===== src/verilog/tcim_pkg.sv =====
package tcim_pkg;
   localparam int unsigned TCIM_NUM_CH = 3;
   localparam int unsigned TCIM_NUM_SRC = 8;
   localparam int unsigned TCIM_ADDR_W = 8;
   localparam int unsigned TCIM_DATA_W = 32;
   localparam int unsigned TCIM_CH_STRIDE = 64;
   // per-channel register offsets within the channel slot
   localparam logic [7:0] TCIM_OFF_EVENT_FLAGS = 8'h20;
   localparam logic [7:0] TCIM_OFF_ENABLE_SET = 8'h24;
   localparam logic [7:0] TCIM_OFF_ENABLE_CLEAR = 8'h28;
   localparam logic [7:0] TCIM_OFF_MASK_STATE = 8'h2c;
   localparam logic [7:0] TCIM_OFF_WAVE_SEL = 8'h30;
   localparam logic [7:0] TCIM_OFF_MASK = 8'h3f;
   localparam logic [7:0] TCIM_OFF_SLOT = 8'hc0;
   // source bit positions
   localparam int unsigned TCIM_BIT_COUNTER_OVERFLOW = 0;
   localparam int unsigned TCIM_BIT_LOAD_OVERRUN = 1;
   localparam int unsigned TCIM_BIT_COMPARE_A = 2;
   localparam int unsigned TCIM_BIT_COMPARE_B = 3;
   localparam int unsigned TCIM_BIT_COMPARE_C = 4;
   localparam int unsigned TCIM_BIT_CAPTURE_A_LOAD = 5;
   localparam int unsigned TCIM_BIT_CAPTURE_B_LOAD = 6;
   localparam int unsigned TCIM_BIT_EXTERNAL_TRIGGER = 7;
   // sources whose disable needs capture mode, or waveform mode
   localparam logic [7:0] TCIM_CLR_CAPTURE_ONLY = 8'h62;
   localparam logic [7:0] TCIM_CLR_WAVE_ONLY = 8'h0c;
   localparam logic [7:0] TCIM_MASK_RESET = 8'h00;
   localparam logic [7:0] TCIM_FLAGS_RESET = 8'h00;
   localparam logic TCIM_WAVE_RESET = 1'b0;
endpackage : tcim_pkg


===== src/verilog/tcim_timer_channel_irq_mask.sv =====
// Function
// (RULE_01) Enable bit 0 sets the counter overflow mask and disable bit 0 clears it.
// (RULE_02) Enable bit 1 sets the load overrun mask; disable bit 1 clears it only in capture mode.
// (RULE_03) Enable bit 2 sets the compare A mask; disable bit 2 clears it only in waveform mode.
// (RULE_04) Enable bit 3 sets the compare B mask; disable bit 3 clears it only in waveform mode.
// (RULE_05) Enable bit 4 sets the compare C mask; disable bit 4 clears it in either mode.
// (RULE_06) Enable bit 5 sets the capture A load mask; disable bit 5 clears it only in capture mode.
// (RULE_07) Enable bit 6 sets the capture B load mask; disable bit 6 clears it only in capture mode.
// (RULE_08) Enable bit 7 sets the external trigger mask; disable bit 7 clears it in either mode.
// (RULE_09) Enable and disable registers are write-only and zero bits leave the mask alone.
// (RULE_10) The mask state register reads back the eight current mask bits.
// (RULE_11) A zero mask bit keeps its source from raising the channel interrupt.
// (RULE_12) Each event flag sets on its event and clears when software reads the flags register.
// (RULE_13) A channel interrupt is high while any flag and its mask bit are both one, per channel.
// (RULE_14) Reset clears all masks and bits 31 to 8 are ignored on write and read as zero.
`timescale 1ns/1ps
module tcim_timer_channel_irq_mask
   import tcim_pkg::*;
#(
   parameter int unsigned NUM_CH = tcim_pkg::TCIM_NUM_CH
)
(
   // clock and reset
   input wire logic sys_clk,
   input wire logic resetn,
   // register port
   input wire logic [tcim_pkg::TCIM_ADDR_W-1:0] reg_addr,
   input wire logic [tcim_pkg::TCIM_DATA_W-1:0] reg_wdata,
   input wire logic reg_write,
   input wire logic reg_read,
   output logic [tcim_pkg::TCIM_DATA_W-1:0] reg_rdata,
   // per-channel event pulses, same clock
   input wire logic [NUM_CH-1:0] counter_overflow_event,
   input wire logic [NUM_CH-1:0] load_overrun_event,
   input wire logic [NUM_CH-1:0] compare_a_event,
   input wire logic [NUM_CH-1:0] compare_b_event,
   input wire logic [NUM_CH-1:0] compare_c_event,
   input wire logic [NUM_CH-1:0] capture_a_load_event,
   input wire logic [NUM_CH-1:0] capture_b_load_event,
   input wire logic [NUM_CH-1:0] external_trigger_event,
   // channel interrupts and mode
   output logic [NUM_CH-1:0] channel_irq,
   output logic [NUM_CH-1:0] wave_mode
);
   import tcim_pkg::*;

   localparam int unsigned SW = TCIM_NUM_SRC;

   logic [SW-1:0] mask_q [NUM_CH];
   logic [SW-1:0] flags_q [NUM_CH];
   logic [NUM_CH-1:0] wave_q;
   logic [NUM_CH-1:0] irq_q;
   logic [TCIM_DATA_W-1:0] rdata_q;

   wire [7:0] addr_off = reg_addr & TCIM_OFF_MASK;
   wire [7:0] addr_slot = reg_addr & TCIM_OFF_SLOT;
   wire [SW-1:0] wr_bits = reg_wdata[SW-1:0]; // RULE_14
   wire [SW-1:0] ch_rdata [NUM_CH];
   wire [NUM_CH-1:0] ch_hit;

   genvar c;
   generate
      for (c = 0; c < NUM_CH; c++)
      begin : g_ch
         wire [SW-1:0] ev;
         wire sel;
         wire wr_set;
         wire wr_clr;
         wire wr_wave;
         wire rd_flags;
         wire [SW-1:0] clr_allowed;
         wire [SW-1:0] set_bits;
         wire [SW-1:0] clr_bits;
         wire [SW-1:0] mask_d;
         wire [SW-1:0] flags_d;

         assign ev = {external_trigger_event[c], capture_b_load_event[c],
            capture_a_load_event[c], compare_c_event[c], compare_b_event[c],
            compare_a_event[c], load_overrun_event[c], counter_overflow_event[c]};
         assign sel = (addr_slot == 8'(c * TCIM_CH_STRIDE));
         assign ch_hit[c] = sel;
         assign wr_set = reg_write && sel && (addr_off == TCIM_OFF_ENABLE_SET);
         assign wr_clr = reg_write && sel && (addr_off == TCIM_OFF_ENABLE_CLEAR);
         assign wr_wave = reg_write && sel && (addr_off == TCIM_OFF_WAVE_SEL);
         assign rd_flags = reg_read && sel && (addr_off == TCIM_OFF_EVENT_FLAGS);
         // mode-qualified disables; compare C, overflow, trigger always clear
         // RULE_02 RULE_03 RULE_04 RULE_06 RULE_07
         assign clr_allowed = wave_q[c] ? ~TCIM_CLR_CAPTURE_ONLY : ~TCIM_CLR_WAVE_ONLY;
         assign set_bits = wr_set ? wr_bits : '0; // RULE_09
         assign clr_bits = wr_clr ? (wr_bits & clr_allowed) : '0; // RULE_01 RULE_05 RULE_08
         assign mask_d = (mask_q[c] & ~clr_bits) | set_bits;
         // an event in the read cycle survives the clear
         assign flags_d = (rd_flags ? '0 : flags_q[c]) | ev; // RULE_12
         assign ch_rdata[c] =
            (addr_off == TCIM_OFF_MASK_STATE) ? mask_q[c] : // RULE_10
            (addr_off == TCIM_OFF_EVENT_FLAGS) ? flags_q[c] :
            (addr_off == TCIM_OFF_WAVE_SEL) ? {{(SW-1){1'b0}}, wave_q[c]} : '0;

         always_ff @(posedge sys_clk)
         begin
            if (!resetn)
            begin
               mask_q[c] <= TCIM_MASK_RESET; // RULE_14
               flags_q[c] <= TCIM_FLAGS_RESET;
               wave_q[c] <= TCIM_WAVE_RESET;
               irq_q[c] <= 1'b0;
            end
            else
            begin
               mask_q[c] <= mask_d;
               flags_q[c] <= flags_d;
               if (wr_wave)
               begin
                  wave_q[c] <= reg_wdata[0];
               end
               irq_q[c] <= |(flags_d & mask_d); // RULE_11 RULE_13
            end
         end
      end
   endgenerate

   // channel select for read data; unmapped reads return zero
   logic [SW-1:0] rd_mux;
   always_comb
   begin
      rd_mux = '0;
      for (int i = 0; i < NUM_CH; i++)
      begin
         if (ch_hit[i])
         begin
            rd_mux = ch_rdata[i];
         end
      end
   end

   always_ff @(posedge sys_clk)
   begin
      if (!resetn)
      begin
         rdata_q <= '0;
      end
      else
      begin
         rdata_q <= reg_read ? {{(TCIM_DATA_W-SW){1'b0}}, rd_mux} : '0; // RULE_14
      end
   end

   assign reg_rdata = rdata_q;
   assign channel_irq = irq_q;
   assign wave_mode = wave_q;
endmodule : tcim_timer_channel_irq_mask

===== config.mk =====
export PLATFORM = sky130hd
export DESIGN_NAME = tcim_timer_channel_irq_mask
export DESIGN_NICKNAME = d
export VERILOG_FILES = /design/src/verilog/tcim_pkg.sv /design/src/verilog/tcim_timer_channel_irq_mask.sv
export SDC_FILE = /design/constraint.sdc
export NUM_CORES = 1
export LEC_CHECK = 0
export BUFFER_PORTS_ARGS = -buffer_cell sky130_fd_sc_hd__buf_2
export CAP_MARGIN = 40
export CORE_ASPECT_RATIO = 1.2
export CORE_MARGIN = 2
export CORE_UTILIZATION = 54
export DETAILED_ROUTE_END_ITERATION = 10
export PLACE_DENSITY = 0.85
export SYNTH_ARGS = -nofsm -noshare
export SYNTH_HDL_FRONTEND = slang
export SYNTH_SLANG_ARGS = --single-unit
export TNS_END_PERCENT = 10

===== constraint.sdc =====
create_clock -name sys_clk -period 7.45 [get_ports sys_clk]
set_input_delay 2.235 -clock sys_clk [delete_from_list [all_inputs] [get_ports sys_clk]]
set_output_delay 2.235 -clock sys_clk [all_outputs]
set_load 0.02 [all_outputs]

== Word-level counts from Yosys, hierarchy flattened ==
Memory sizes are Yosys's and may differ from the RTL's.
Index checks and enable logic that the tools add are counted.

* Memories kept: 2
* Output and inout port bits: 38
* Memory bits (writable): 48
* Input port bits: 68
* Word-level logic and storage cells: 96
* Flip-flop bits (word level): 38

* Muxes and demuxes: 32
* Reduce and logical (&&, ||, !) cells: 23
* Bitwise operators: 24
* Equality and inequality tests: 7

{| class="wikitable"
|+ Memory list
! memory !! words !! width !! read ports !! clocked after Yosys merged registers in !! write ports !! line !! text
|-
| flags_q || 3 || 8 || 3 || 0 || 3 || tcim_timer_channel_irq_mask.sv:50 || <nowiki>logic [SW-1:0] flags_q [NUM_CH];</nowiki>
|-
| mask_q || 3 || 8 || 3 || 0 || 3 || tcim_timer_channel_irq_mask.sv:49 || <nowiki>logic [SW-1:0] mask_q [NUM_CH];</nowiki>
|}

{| class="wikitable"
|+ Operator list
! kind !! number
|-
| $mux 8 || 24
|-
| $and 8x8->8 || 9
|-
| $or 8x8->8 || 6
|-
| $eq 6x6->1 const B || 5
|-
| $not 8->8 || 3
|-
| $reduce_or 8->1 || 3
|-
| $mux 7 || 3
|-
| $logic_and 1x1->1 || 18
|-
| $logic_not 8->1 || 1
|-
| $or 1x1->1 || 6
|-
| $mux 1 || 5
|-
| $eq 2x1->1 const B || 1
|-
| $eq 2x2->1 const B || 1
|-
| $reduce_and 2->1 || 1
|}

== Depth between registers and ports, before layout ==
Gate-level depths: netlist of the first run.

* Word-level depth: 9
* Depth in mapped cells: 7
* Depth with buffers taken out: 5

== Least setup slack after synthesis of the first run ==
No wires, ideal clock.

* Path kind: input -> register
* Start point: in reg_addr[1] in the netlist's numbering
* End point: reg irq_q[1] (netlist: channel_irq[1])
* Setup time: 125 ps
* Path buffers: 0
* Data required time: 7325 ps
* Setup slack: 3562 ps
* Stages: 5
* Data arrival time: 3763 ps
* Cells stage by stage: or4b_4 o41ai_1 and3_1 o22ai_1 o41a_1

* Cells in the longest elaborated chain, start to end: 8
* Elaborated cells on any way between the ends: 15
* Those cells by class: eq/ne (3); mux (3); bitwise (5); reduce/logical (4)

{| class="wikitable"
|+ RTL lines
! element !! line !! text
|-
| start, declared || tcim_timer_channel_irq_mask.sv:27 || <nowiki>input wire logic [tcim_pkg::TCIM_ADDR_W-1:0] reg_addr,</nowiki>
|-
| $eq 6x6->1 || tcim_timer_channel_irq_mask.sv:83 || <nowiki>assign wr_clr = reg_write && sel && (addr_off == TCIM_OFF_ENABLE_CLEAR);</nowiki>
|-
| $logic_and 1x1->1 || tcim_timer_channel_irq_mask.sv:83 ||
|-
| $mux 8 || tcim_timer_channel_irq_mask.sv:90 || <nowiki>assign clr_bits = wr_clr ? (wr_bits & clr_allowed) : '0;</nowiki>
|-
| $not 8->8 || tcim_timer_channel_irq_mask.sv:91 || <nowiki>assign mask_d = (mask_q[c] & ~clr_bits) | set_bits;</nowiki>
|-
| $and 8x8->8 || tcim_timer_channel_irq_mask.sv:91 ||
|-
| $or 8x8->8 || tcim_timer_channel_irq_mask.sv:91 ||
|-
| $and 8x8->8 * || tcim_timer_channel_irq_mask.sv:116 || <nowiki>irq_q[c] <= |(flags_d & mask_d);</nowiki>
|-
| $reduce_or 8->1 * || tcim_timer_channel_irq_mask.sv:116 ||
|-
| end signal, assigned by index || tcim_timer_channel_irq_mask.sv:116 ||
|-
| end, declared || tcim_timer_channel_irq_mask.sv:52 || <nowiki>logic [NUM_CH-1:0] irq_q;</nowiki>
|}

Mark *: on every way between the ends. The rest lies on a longest branch, timed or not.
A chain may end at the register's enable or synchronous reset.

== Final worst setup path of the first run ==
* Start point: in reg_addr[6] in the netlist's numbering
* End point: reg irq_q[2] (netlist: channel_irq[2])

* Cells in the longest elaborated chain, start to end: 9
* Elaborated cells on any way between the ends: 15
* Those cells by class: eq/ne (1); mux (3); bitwise (5); reduce/logical (6)

{| class="wikitable"
|+ RTL lines
! element !! line !! text
|-
| $eq 2x2->1 * || tcim_timer_channel_irq_mask.sv:80 || <nowiki>assign sel = (addr_slot == 8'(c * TCIM_CH_STRIDE));</nowiki>
|-
| $logic_and 1x1->1 || tcim_timer_channel_irq_mask.sv:82, tcim_timer_channel_irq_mask.sv:83 ||
|-
| $logic_and 1x1->1 || tcim_timer_channel_irq_mask.sv:83 ||
|-
| $mux 8 || tcim_timer_channel_irq_mask.sv:90 ||
|-
| $not 8->8 || tcim_timer_channel_irq_mask.sv:91 ||
|-
| $and 8x8->8 || tcim_timer_channel_irq_mask.sv:91 ||
|-
| $or 8x8->8 || tcim_timer_channel_irq_mask.sv:91 ||
|-
| $and 8x8->8 * || tcim_timer_channel_irq_mask.sv:116 ||
|-
| $reduce_or 8->1 * || tcim_timer_channel_irq_mask.sv:116 ||
|}

Marks and branches as above.

==> results of run 1 <==
## report_power, final
group	internal (W)	total, W	switching [W]
clock	0.000149	0.000267	0.000119
combinational	0.0000261	0.0000716	0.0000455
sequential	0.000342	0.000347	0.00000588
## worst max-delay path by stage
stage                      from             end  slack (ns)  cells past startpoint
detailed placement  reg_addr[6]  channel_irq[2]        2.89                      6
CTS                 reg_addr[6]  channel_irq[2]        3.24                      6
global route        reg_addr[6]  channel_irq[2]        3.02                      6
finish              reg_addr[6]  channel_irq[2]        3.21                      6
floorplan           reg_addr[1]  channel_irq[1]        3.56                      5
global placement    reg_addr[6]  channel_irq[2]        2.93                      6
## cells by family after synthesis
family                 Yosys count  synth area share (%)
flip-flops                      62                  40.1
other                            1                 0.121
multiplexers                    15                  5.33
AND/OR/NAND/NOR                123                  25.4
buffers and inverters           47                  8.93
AO/OA/AOI/OAI                   88                  20.1
## layer usage
metal	wire length [um]	part of all wire [%]
met5	0	0
met4	170	2.2
met3	570	7.5
met2	3820	50
met1	3090	40
## critical path: cells and delay by family
kind	cells	cell delay, ns
buf+inv	1	0.29
simple gates	2	1.09
compound gates	3	0.83
## cells in the final DEF (no fill, tap or decap), types with 2 or more instances in the layout
| cell type | count |
|---|---|
| a22o_1 | 8 |
| nand3_1 | 3 |
| buf_2 | 57 |
| o22ai_1 | 12 |
| conb_1 | 24 |
| o41ai_1 | 3 |
| and3_1 | 8 |
| nor2_1 | 7 |
| a22oi_1 | 26 |
| nand4_1 | 24 |
| nor2b_1 | 54 |
| nor3b_1 | 2 |
| o41a_1 | 3 |
| buf_4 | 2 |
| mux2_2 | 12 |
| nor4_1 | 2 |
| dfxtp_1 | 62 |
| clkbuf_1 | 4 |
| a21oi_1 | 25 |
| nand2b_1 | 4 |
| nand2_1 | 6 |
| and4b_1 | 2 |
| a222oi_1 | 6 |
| mux2i_1 | 3 |
| nor4bb_1 | 2 |
| clkbuf_8 | 12 |
| and3b_1 | 2 |
## through the flow
step / power (W) / utilization [%] / hold slack [ns] / area (sq um) / setup WS, ns
6_report: 0.000686 / 62.3 / 0.530 / 3490 / 3.21
3_5_place_dp: 0.000425 / 59.1 / 0.514 / 3310 / 2.89
3_3_place_gp: 0.000423 / 58.9 / 0.499 / 3300 / 2.93
5_1_grt: 0.000709 / 62.3 / 0.563 / 3490 / 3.02
2_1_floorplan: 0.000408 / - / 0.483 / 3180 / 3.56
4_1_cts: 0.000687 / 62.3 / 0.530 / 3490 / 3.24
## cell type report
class | count | area, sq um
clock buffer | 16 | 180
fill | 483 | 2110
multi-input combinational | 250 | 1670
sequential | 62 | 1240
tap | 64 | 80.1
timing repair buffer | 60 | 312
## state kept, by name (all words and copies together) (netlist names)
signal	count
reg_rdata	8
flags_q	24
channel_irq	3
mask_q	24
wave_mode	3
==> summary.md, run 1 <==
| Metric | Value |
|---|---|
| Crit Path Max Fanout | `28` |
| DRC viols | `0` |
| R2r setup slk | `~5.5 ns` |
| Aggregate routed wire length | `7650 um` |
| Clock slew at reported path FFs | `0.06 ns` |
| CTS tree | `yes` |
| Antenna violations before repair | `0` |
| Worst Max-Slew Pin Slew | `0.797 ns` |
| Iteration-0 DRC Markers | `303` |
| Worst R2R Start | `wave_mode[0]` |
| Final std cells w/o fill | `452` |
| GRT overflow | `0` |
| Die area | `6360 sq um` |
| Status | `complete, no violations` |
| Share of cells above drive strength 1 | `around 23%` |
| CP max stage cell | `nor2b_1` |
| Die span in x | `73.1 um` |
| Leak pwr | `1.37 nW` |
| WP data required | `7.67 ns` |
| Asr flop ratio synth | `0%` |
| Ant. Diodes | `0` |
| Drt pass-1 iters | `5` |
| Vias | `2750` |
| Nets | `451` |
| Placed insts | `436` |
| Final Hold Fails | `0` |
| # hold bufs at CTS | `0` |
| Rel. slew slack | `approximately 47%` |
| F_max | `0.236 GHz` |
| Top FF cell, synth | `dfxtp_1` |
| Syn_area_per_cell | `about 9.2 sq um` |
| Slew Viols, Final | `0` |
| Global routing usage on met1 | `a little under a third` |
| Largest cells by area after synthesis | `dfxtp_1, nor2b_1, a22oi_1, buf_4, nand4_1` |
| Cell row count | `30` |
| Worst path cell trace | `buf_2 > nor2b_1 > nand3_1 > a21oi_1 > o22ai_1 > o41a_1` |
| Synth Cell Area | `slightly above 3000 sq um` |
| Hold Path Origin | `flags_q[1][3]` |
| Met2 usage | `41.5%` |
| Tcrit/Tclk final | `56.9%` |
| Core ar. | `around 5600 sq um` |
| Crit-path max cell delay | `0.68 ns` |
| Warnings, synthesis | `0` |
| Synth top area share | `40.1%` |
| Final TNS setup | `0 ns` |
| Num Clock Sinks | `62` |
| Max-cap viol count | `0` |
| GR met3 Demand/Resource | `4.63%` |
| WS Path Type | `in2reg` |
| Post-CTS setup buffer count | `0` |
| # setup viols final | `0` |
| Crit end category | `flop` |
| Cell with the most instances after synthesis | `dfxtp_1` |
| Hold path depth | `2` |
| Number of synthesized flops with an enable pin | `0` |
| GPL Wtd Cong | `between 0.8 and 0.9` |
| RR Endpoint | `channel_irq[0]` |
| Global-route wire length before repair | `12000 um` |
| Worst hold endpoint | `flags_q[1][3]` |
| Post-DRT Antenna Nets | `0` |
| R2R depth | `5` |
| Hpwl dp | `5590 um` |
| Cts bufs inserted | `9` |
| H-tree Lvls | `3` |
| Layout Skew | `0.00725 ns` |
| Clock Tree Root | `clkbuf_8` |
| Vias in the first global route | `2488` |
| DR WL/cell | `16.9 um` |
| Clk Latency, worst-skew pair | `between 0.3 and 0.4 ns` |
| Pin count of the biggest net entering global routing | `56` |
| Post-CTS Resized | `0` |
| DIE HEIGHT | `87.0 um` |
| Crit path time final | `4.24 ns` |
| I/O pin total | `106` |
| Hold crit path type | `reg2reg` |
| Netlist cell types | `39` |
| Power per cell area | `197 nW/um^2` |
| Clock tree buffer depth | `2` |
| Synthesized flop and latch total | `62` |
| Mapped Cells | `336` |
| Sequential area share after synthesis | `40.1%` |
| Critical Path Start Type | `input port` |
| RSZ-0062 raised after global routing | `false` |
| Top cells by count, synth | `dfxtp_1, nor2b_1, a22oi_1, a21oi_1, buf_4` |
| Maximum VDD drop | `between 100 and 150 uV` |
| Gr usage total | `24.8%` |
| Critical Path AT | `4.46 ns` |
| Layout area overhead | `12.6%` |
| Most Crowded Layer GR | `met2` |
| Number of buffers added on ports | `57` |
| Initial Util | `between 50% and 60%` |
| Vias per std cell | `just over 6` |
| Yosys top cell by area | `dfxtp_1` |
Note: power is estimated with default switching activity, not from simulation.
==> run 2, diff against run 1 <==
--- a/config.mk
+++ b/config.mk
@@ -9,9 +9,9 @@
 export CAP_MARGIN = 40
 export CORE_ASPECT_RATIO = 1.2
 export CORE_MARGIN = 2
-export CORE_UTILIZATION = 54
+export CORE_UTILIZATION = 50
 export DETAILED_ROUTE_END_ITERATION = 10
-export PLACE_DENSITY = 0.85
+export PLACE_DENSITY = 0.8
 export SYNTH_ARGS = -nofsm -noshare
 export SYNTH_HDL_FRONTEND = slang
 export SYNTH_SLANG_ARGS = --single-unit
==> constraint.sdc (replaced) <==
create_clock -name sys_clk -period 4 [get_ports sys_clk]
set_input_delay 1.2 -clock sys_clk [delete_from_list [all_inputs] [get_ports sys_clk]]
set_output_delay 1.2 -clock sys_clk [all_outputs]
set_load 0.02 [all_outputs]
==> run 2 against run 1 <==
  * Combinational power is 89% higher
  * Sequential power is 86% higher
  * Final cell count is 4.6% higher
  * Clock power is 85% higher
  * Total power is 86% higher
  * Design area is 1.1% higher
  * Utilization is 3.7 points lower
  * Largest cell class unchanged
==> summary.md, run 2 (synthesis gave the netlist of run 1 again) <==
| Metric | Value |
|---|---|
| Status | `complete, no violations` |
| Power per cell area | `between 300 and 400 nW/um^2` |
| RSZ-0062 raised after global routing | `false` |
| Worst path cell trace | `buf_2 > nor4b_4 > nand3_1 > a21oi_1 > o22ai_1 > o41a_1` |
| Post-CTS setup buffer count | `0` |
| Final TNS setup | `0 ns` |
| CTS tree | `yes` |
| Fillers | `562` |
| Crit-path leading delay family | `simple AND/OR/NAND/NOR gates` |
| Global-route wire length before repair | `13000 um` |
| Hold crit path type | `reg2reg` |
| Leak pwr | `1.38 nW` |
| Die area | `6840 sq um` |
| Die span in x | `75.8 um` |
| # hold bufs at CTS | `0` |
| Drt pass-1 iters | `5` |
| Critical Path AT | `around 3.4 ns` |
| Post-DRT Antenna Nets | `0` |
| Rel. slew slack | `about half` |
| # setup viols final | `0` |
| Gr usage total | `25.2%` |
| Num Clock Sinks | `62` |
| Vias | `~2700` |
| Vias per std cell | `around 5.8` |
| DRC viols | `0` |
| Vias in the first global route | `2597` |
| Leading cell type in the layout, fill and taps excluded | `dfxtp_1` |
| Fin Hold WS | `~0.54 ns` |
| Max-cap viol count | `0` |
| Crit path buf inv count | `1` |
| Post-CTS Resized | `0` |
| Iteration-0 DRC Markers | `262` |
| Clock tree buffer depth | `2` |
| DR WL/cell | `16.7 um` |
| Worst Max-Slew Pin Slew | `0.755 ns` |
| Final core occ | `between 50 and 60%` |
| Clk Latency, worst-skew pair | `0.35 ns` |
| Cts bufs inserted | `9` |
| Crit-path max cell delay | `0.61 ns` |
| Number of buffers added on ports | `57` |
| Hpwl dp | `5810 um` |
| Share of cells above drive strength 1 | `24.0%` |
| Pin count of the biggest net entering global routing | `53` |
| Multi-input gate area | `1670 sq um` |
| Slew Viols, Final | `0` |
| Tcrit/Tclk final | `78.7%` |
| Most frequent cells in the layout | `dfxtp_1, buf_2, nor2b_1` |
| Nets | `454` |
| Register area | `1240 sq um` |
| I/O pin total | `106` |
| Clock slew at reported path FFs | `roughly 0.070 ns` |
| Aggregate routed wire length | `approximately 8000 um` |
| Core ar. | `between 6000 and 7000 sq um` |
| DIE HEIGHT | `90.2 um` |
| Initial Util | `51.5%` |
| GRT overflow | `0` |
| Critical Path Start Type | `input port` |
| Layout area overhead | `13.8%` |
| Clock Tree Root | `clkbuf_8` |
| Maximum VDD drop | `284 uV` |
| WP data required | `4.23 ns` |
| Crit end category | `flop` |
| Crit Path Max Fanout | `13` |
| Antenna violations before repair | `0` |
| F_max | `0.318 GHz` |
| Crit path time final | `3.15 ns` |
| Final Total Pwr | `0.00128 W` |
| Ant. Diodes | `0` |
| GPL Wtd Cong | `~0.90` |
| WS Path Type | `in2reg` |
| Layout Skew | `0.00660 ns` |
| CP max stage cell | `nor4b_4` |
| H-tree Lvls | `3` |
| Cell row count | `31` |
| Final Hold Fails | `0` |
==> run 2: power breakdown <==
group          internal [W]  switching, W
registers          0.000636     0.0000110
clock network      0.000240      0.000254
logic             0.0000497     0.0000857
==> run 2: layer usage <==
metal	vias to the layer above	GRT usage, %	share of wire, %
met2	119	36.1	47
met1	1285	34.0	42
met4	0	14.0	4.1
li1	1317	-	-
met3	21	6.05	7.2
met5	-	0	0
==> run 2: through the flow <==
step / instance area (sq um) / cells / worst slack (ns)
final: 3520 / 473 / 0.852
after CTS: 3520 / 473 / 0.930
after floorplan: 3180 / 359 / 1.15
after global routing: 3520 / 473 / 0.676
after global placement: 3350 / 457 / 0.556
after detailed placement: 3350 / 457 / 0.555
==> run 2: worst min-delay path, stage by stage (launching register included) <==
cell	delay [ns]
dfxtp_1	0.34
a21oi_1	0.08
nor2b_1	0.09
==> run 2: path summary, 6_finish.rpt <==
check	startpoint	end	depth (start not counted)	slack, ns
max	reg_addr[1]	channel_irq[0]	6	0.85
min	flags_q[1][5]	flags_q[1][5]	2	0.54
max reg2reg	wave_mode[0]	channel_irq[0]	5	2.06
min reg2reg	flags_q[1][5]	flags_q[1][5]	2	0.54
==> run 2: cell type report <==
class	instances	share of cell area [%]
clock inverter	5	0.994
tap	82	2.91
multi-input combinational	250	47.5
timing repair buffer	63	9.37
clock buffer	11	4.01
sequential	62	35.2
==> run 3, diff against run 2 <==
--- a/config.mk
+++ b/config.mk
@@ -9,9 +9,9 @@
 export CAP_MARGIN = 40
 export CORE_ASPECT_RATIO = 1.2
 export CORE_MARGIN = 2
-export CORE_UTILIZATION = 50
+export CORE_UTILIZATION = 45
 export DETAILED_ROUTE_END_ITERATION = 10
-export PLACE_DENSITY = 0.8
+export PLACE_DENSITY = 0.76
 export SYNTH_ARGS = -nofsm -noshare
 export SYNTH_HDL_FRONTEND = slang
 export SYNTH_SLANG_ARGS = --single-unit
==> constraint.sdc (replaced) <==
create_clock -name sys_clk -period 2.5 [get_ports sys_clk]
set_input_delay 0.75 -clock sys_clk [delete_from_list [all_inputs] [get_ports sys_clk]]
set_output_delay 0.75 -clock sys_clk [all_outputs]
set_load 0.02 [all_outputs]
==> run 3 against run 2 <==
  * Global-route usage down 2.4 points
  * Largest cell class unchanged
  * Largest power group unchanged
  * Non-clock buffer count is 33 higher
  * Critical endpoint is now channel_irq[2]
  * Clock power increased by 72%
==> summary.md, run 3 (synthesis gave the netlist of run 1 again) <==
| Metric | Value |
|---|---|
| Crit-path max cell delay | `0.39 ns` |
| RSZ-0062 raised after global routing | `false` |
| Drt pass-1 iters | `5` |
| F_max | `0.427 GHz` |
| Cell row count | `33` |
| CP max stage cell | `nor4b_4` |
| I/O pin total | `~110` |
| Initial Util | `46.0%` |
| Fillers | `611` |
| Cts bufs inserted | `9` |
| Num Clock Sinks | `just over 60` |
| Final std cells w/o fill | `510` |
| Die span in x | `79.7 um` |
| Met3 WL post-DR | `517 um` |
| Nets | `487` |
| Worst R2R Start | `wave_mode[0]` |
| Maximum VDD drop | `433 uV` |
| Post-DRT Antenna Nets | `0` |
| CTS tree | `yes` |
| H-tree Lvls | `3` |
| Iteration-0 DRC Markers | `309` |
| Global-route wire length before repair | `13200 um` |
| Power per cell area | `558 nW/um^2` |
| Tcrit/Tclk final | `93.7%` |
| Crit end category | `flop` |
| Status | `complete, no violations` |
| Final Hold Fails | `0` |
| DR WL/cell | `16.3 um` |
| Multi-input gate area | `1670 sq um` |
| Pin count of the biggest net entering global routing | `32` |
| Core ar. | `6730 sq um` |
| Crit path buf inv count | `2` |
| Most frequent cells in the layout | `dfxtp_1, buf_2, nor2b_1` |
| Register area | `around 1200 sq um` |
| WP data required | `2.72 ns` |
| Metal1 wirelength | `3460 um` |
| DRC viols | `0` |
| Clk Latency, worst-skew pair | `0.34 ns` |
| Final core occ | `56.9%` |
| Vias per std cell | `5.72` |
| Vias in the first global route | `~2700` |
| DR WL met2 | `4110 um` |
| Clock tree buffer depth | `2` |
| Layout area overhead | `23.6%` |
| Post-CTS Resized | `0` |
| Antenna violations before repair | `0` |
| Layout Skew | `0.00950 ns` |
| Clock Tree Root | `clkbuf_8` |
| Post-CTS setup buffer count | `0` |
| Max-cap viol count | `0` |
| Crit Path Max Fanout | `8` |
| # setup viols final | `0` |
| GRT overflow | `0` |
| Top layer in use | `met4` |
| Hpwl dp | `6410 um` |
| Share of cells above drive strength 1 | `29.8%` |
| Setup crit start | `reg_addr[1]` |
| Post-route cell area | `3830 sq um` |
| # hold bufs at CTS | `0` |
| Die area | `7560 sq um` |
| Number of buffers added on ports | `57` |
| GPL Wtd Cong | `0.901` |
| Critical Path AT | `2.57 ns` |
| Hold Path Origin | `flags_q[1][5]` |
| Crit path time final | `2.34 ns` |
| Placed insts | `495` |
| Crit-path leading delay family | `compound AO/OA/AOI/OAI gates` |
| Critical Path Start Type | `input port` |
| Leading cell type in the layout, fill and taps excluded | `dfxtp_1` |
| Placed cell areas | `about 3600 sq um` |
| Leak pwr | `~1.6 nW` |
| Slew Viols, Final | `0` |
| Hold crit path type | `reg2reg` |
| Aggregate routed wire length | `8290 um` |
| DIE HEIGHT | `94.9 um` |
| Vias | `~2900` |
| Ant. Diodes | `0` |
| Final TNS setup | `0 ns` |
| Clock slew at reported path FFs | `0.06 ns` |
| Gr usage total | `22.8%` |
| Worst path cell trace | `buf_2 > nor4b_4 > buf_4 > nand3_1 > a21oi_1 > o22ai_1 > o41a_1` |
| WS Path Type | `in2reg` |
run 3: layer usage:
layer | up-vias | GRT usage [%]
met5 | - | 0
met4 | 0 | 10.3
met3 | 16 | 5.16
met2 | 127 | 39.4
met1 | 1382 | 26.7
li1 | 1390 | -
run 3: path summary, 6_finish.rpt:
kind	depth (start not counted)	end	slack, ns
max	7	channel_irq[2]	0.16
min	2	flags_q[1][5]	0.53
max reg2reg	6	channel_irq[0]	0.51
min reg2reg	2	flags_q[1][5]	0.53
run 3: final cells by class:
class / instances / share of cell area (%)
flip-flops and latches: 62 / 32.4
repair buffers: 96 / 16.1
well taps: 87 / 2.84
clock inverters: 4 / 1.24
multi-input cells: 250 / 43.7
clock buffers: 11 / 3.69
run 3: metrics by stage:
stage                     power [W]  hold slack, ns  worst slack, ns
after floorplan             0.00122           0.483           0.0969
after global placement      0.00130           0.501           -0.140
after detailed placement    0.00131           0.514           -0.173
after CTS                   0.00215           0.530            0.177
after global routing        0.00222           0.562           0.0311
final                       0.00214           0.530            0.157
run 3: tightest hold or removal path, stage by stage, from the launching register on:
cell	delay [ns]
dfxtp_1	0.33
a21oi_1	0.08
nor2b_1	0.09
run 3: power breakdown:
part	switching (W)	leakage (nW)	total, W	internal, W
Sequential	0.0000183	0.507	0.00104	0.00102
Clock	0.000371	0.0952	0.000850	0.000478
Combinational	0.000143	0.968	0.000250	0.000107
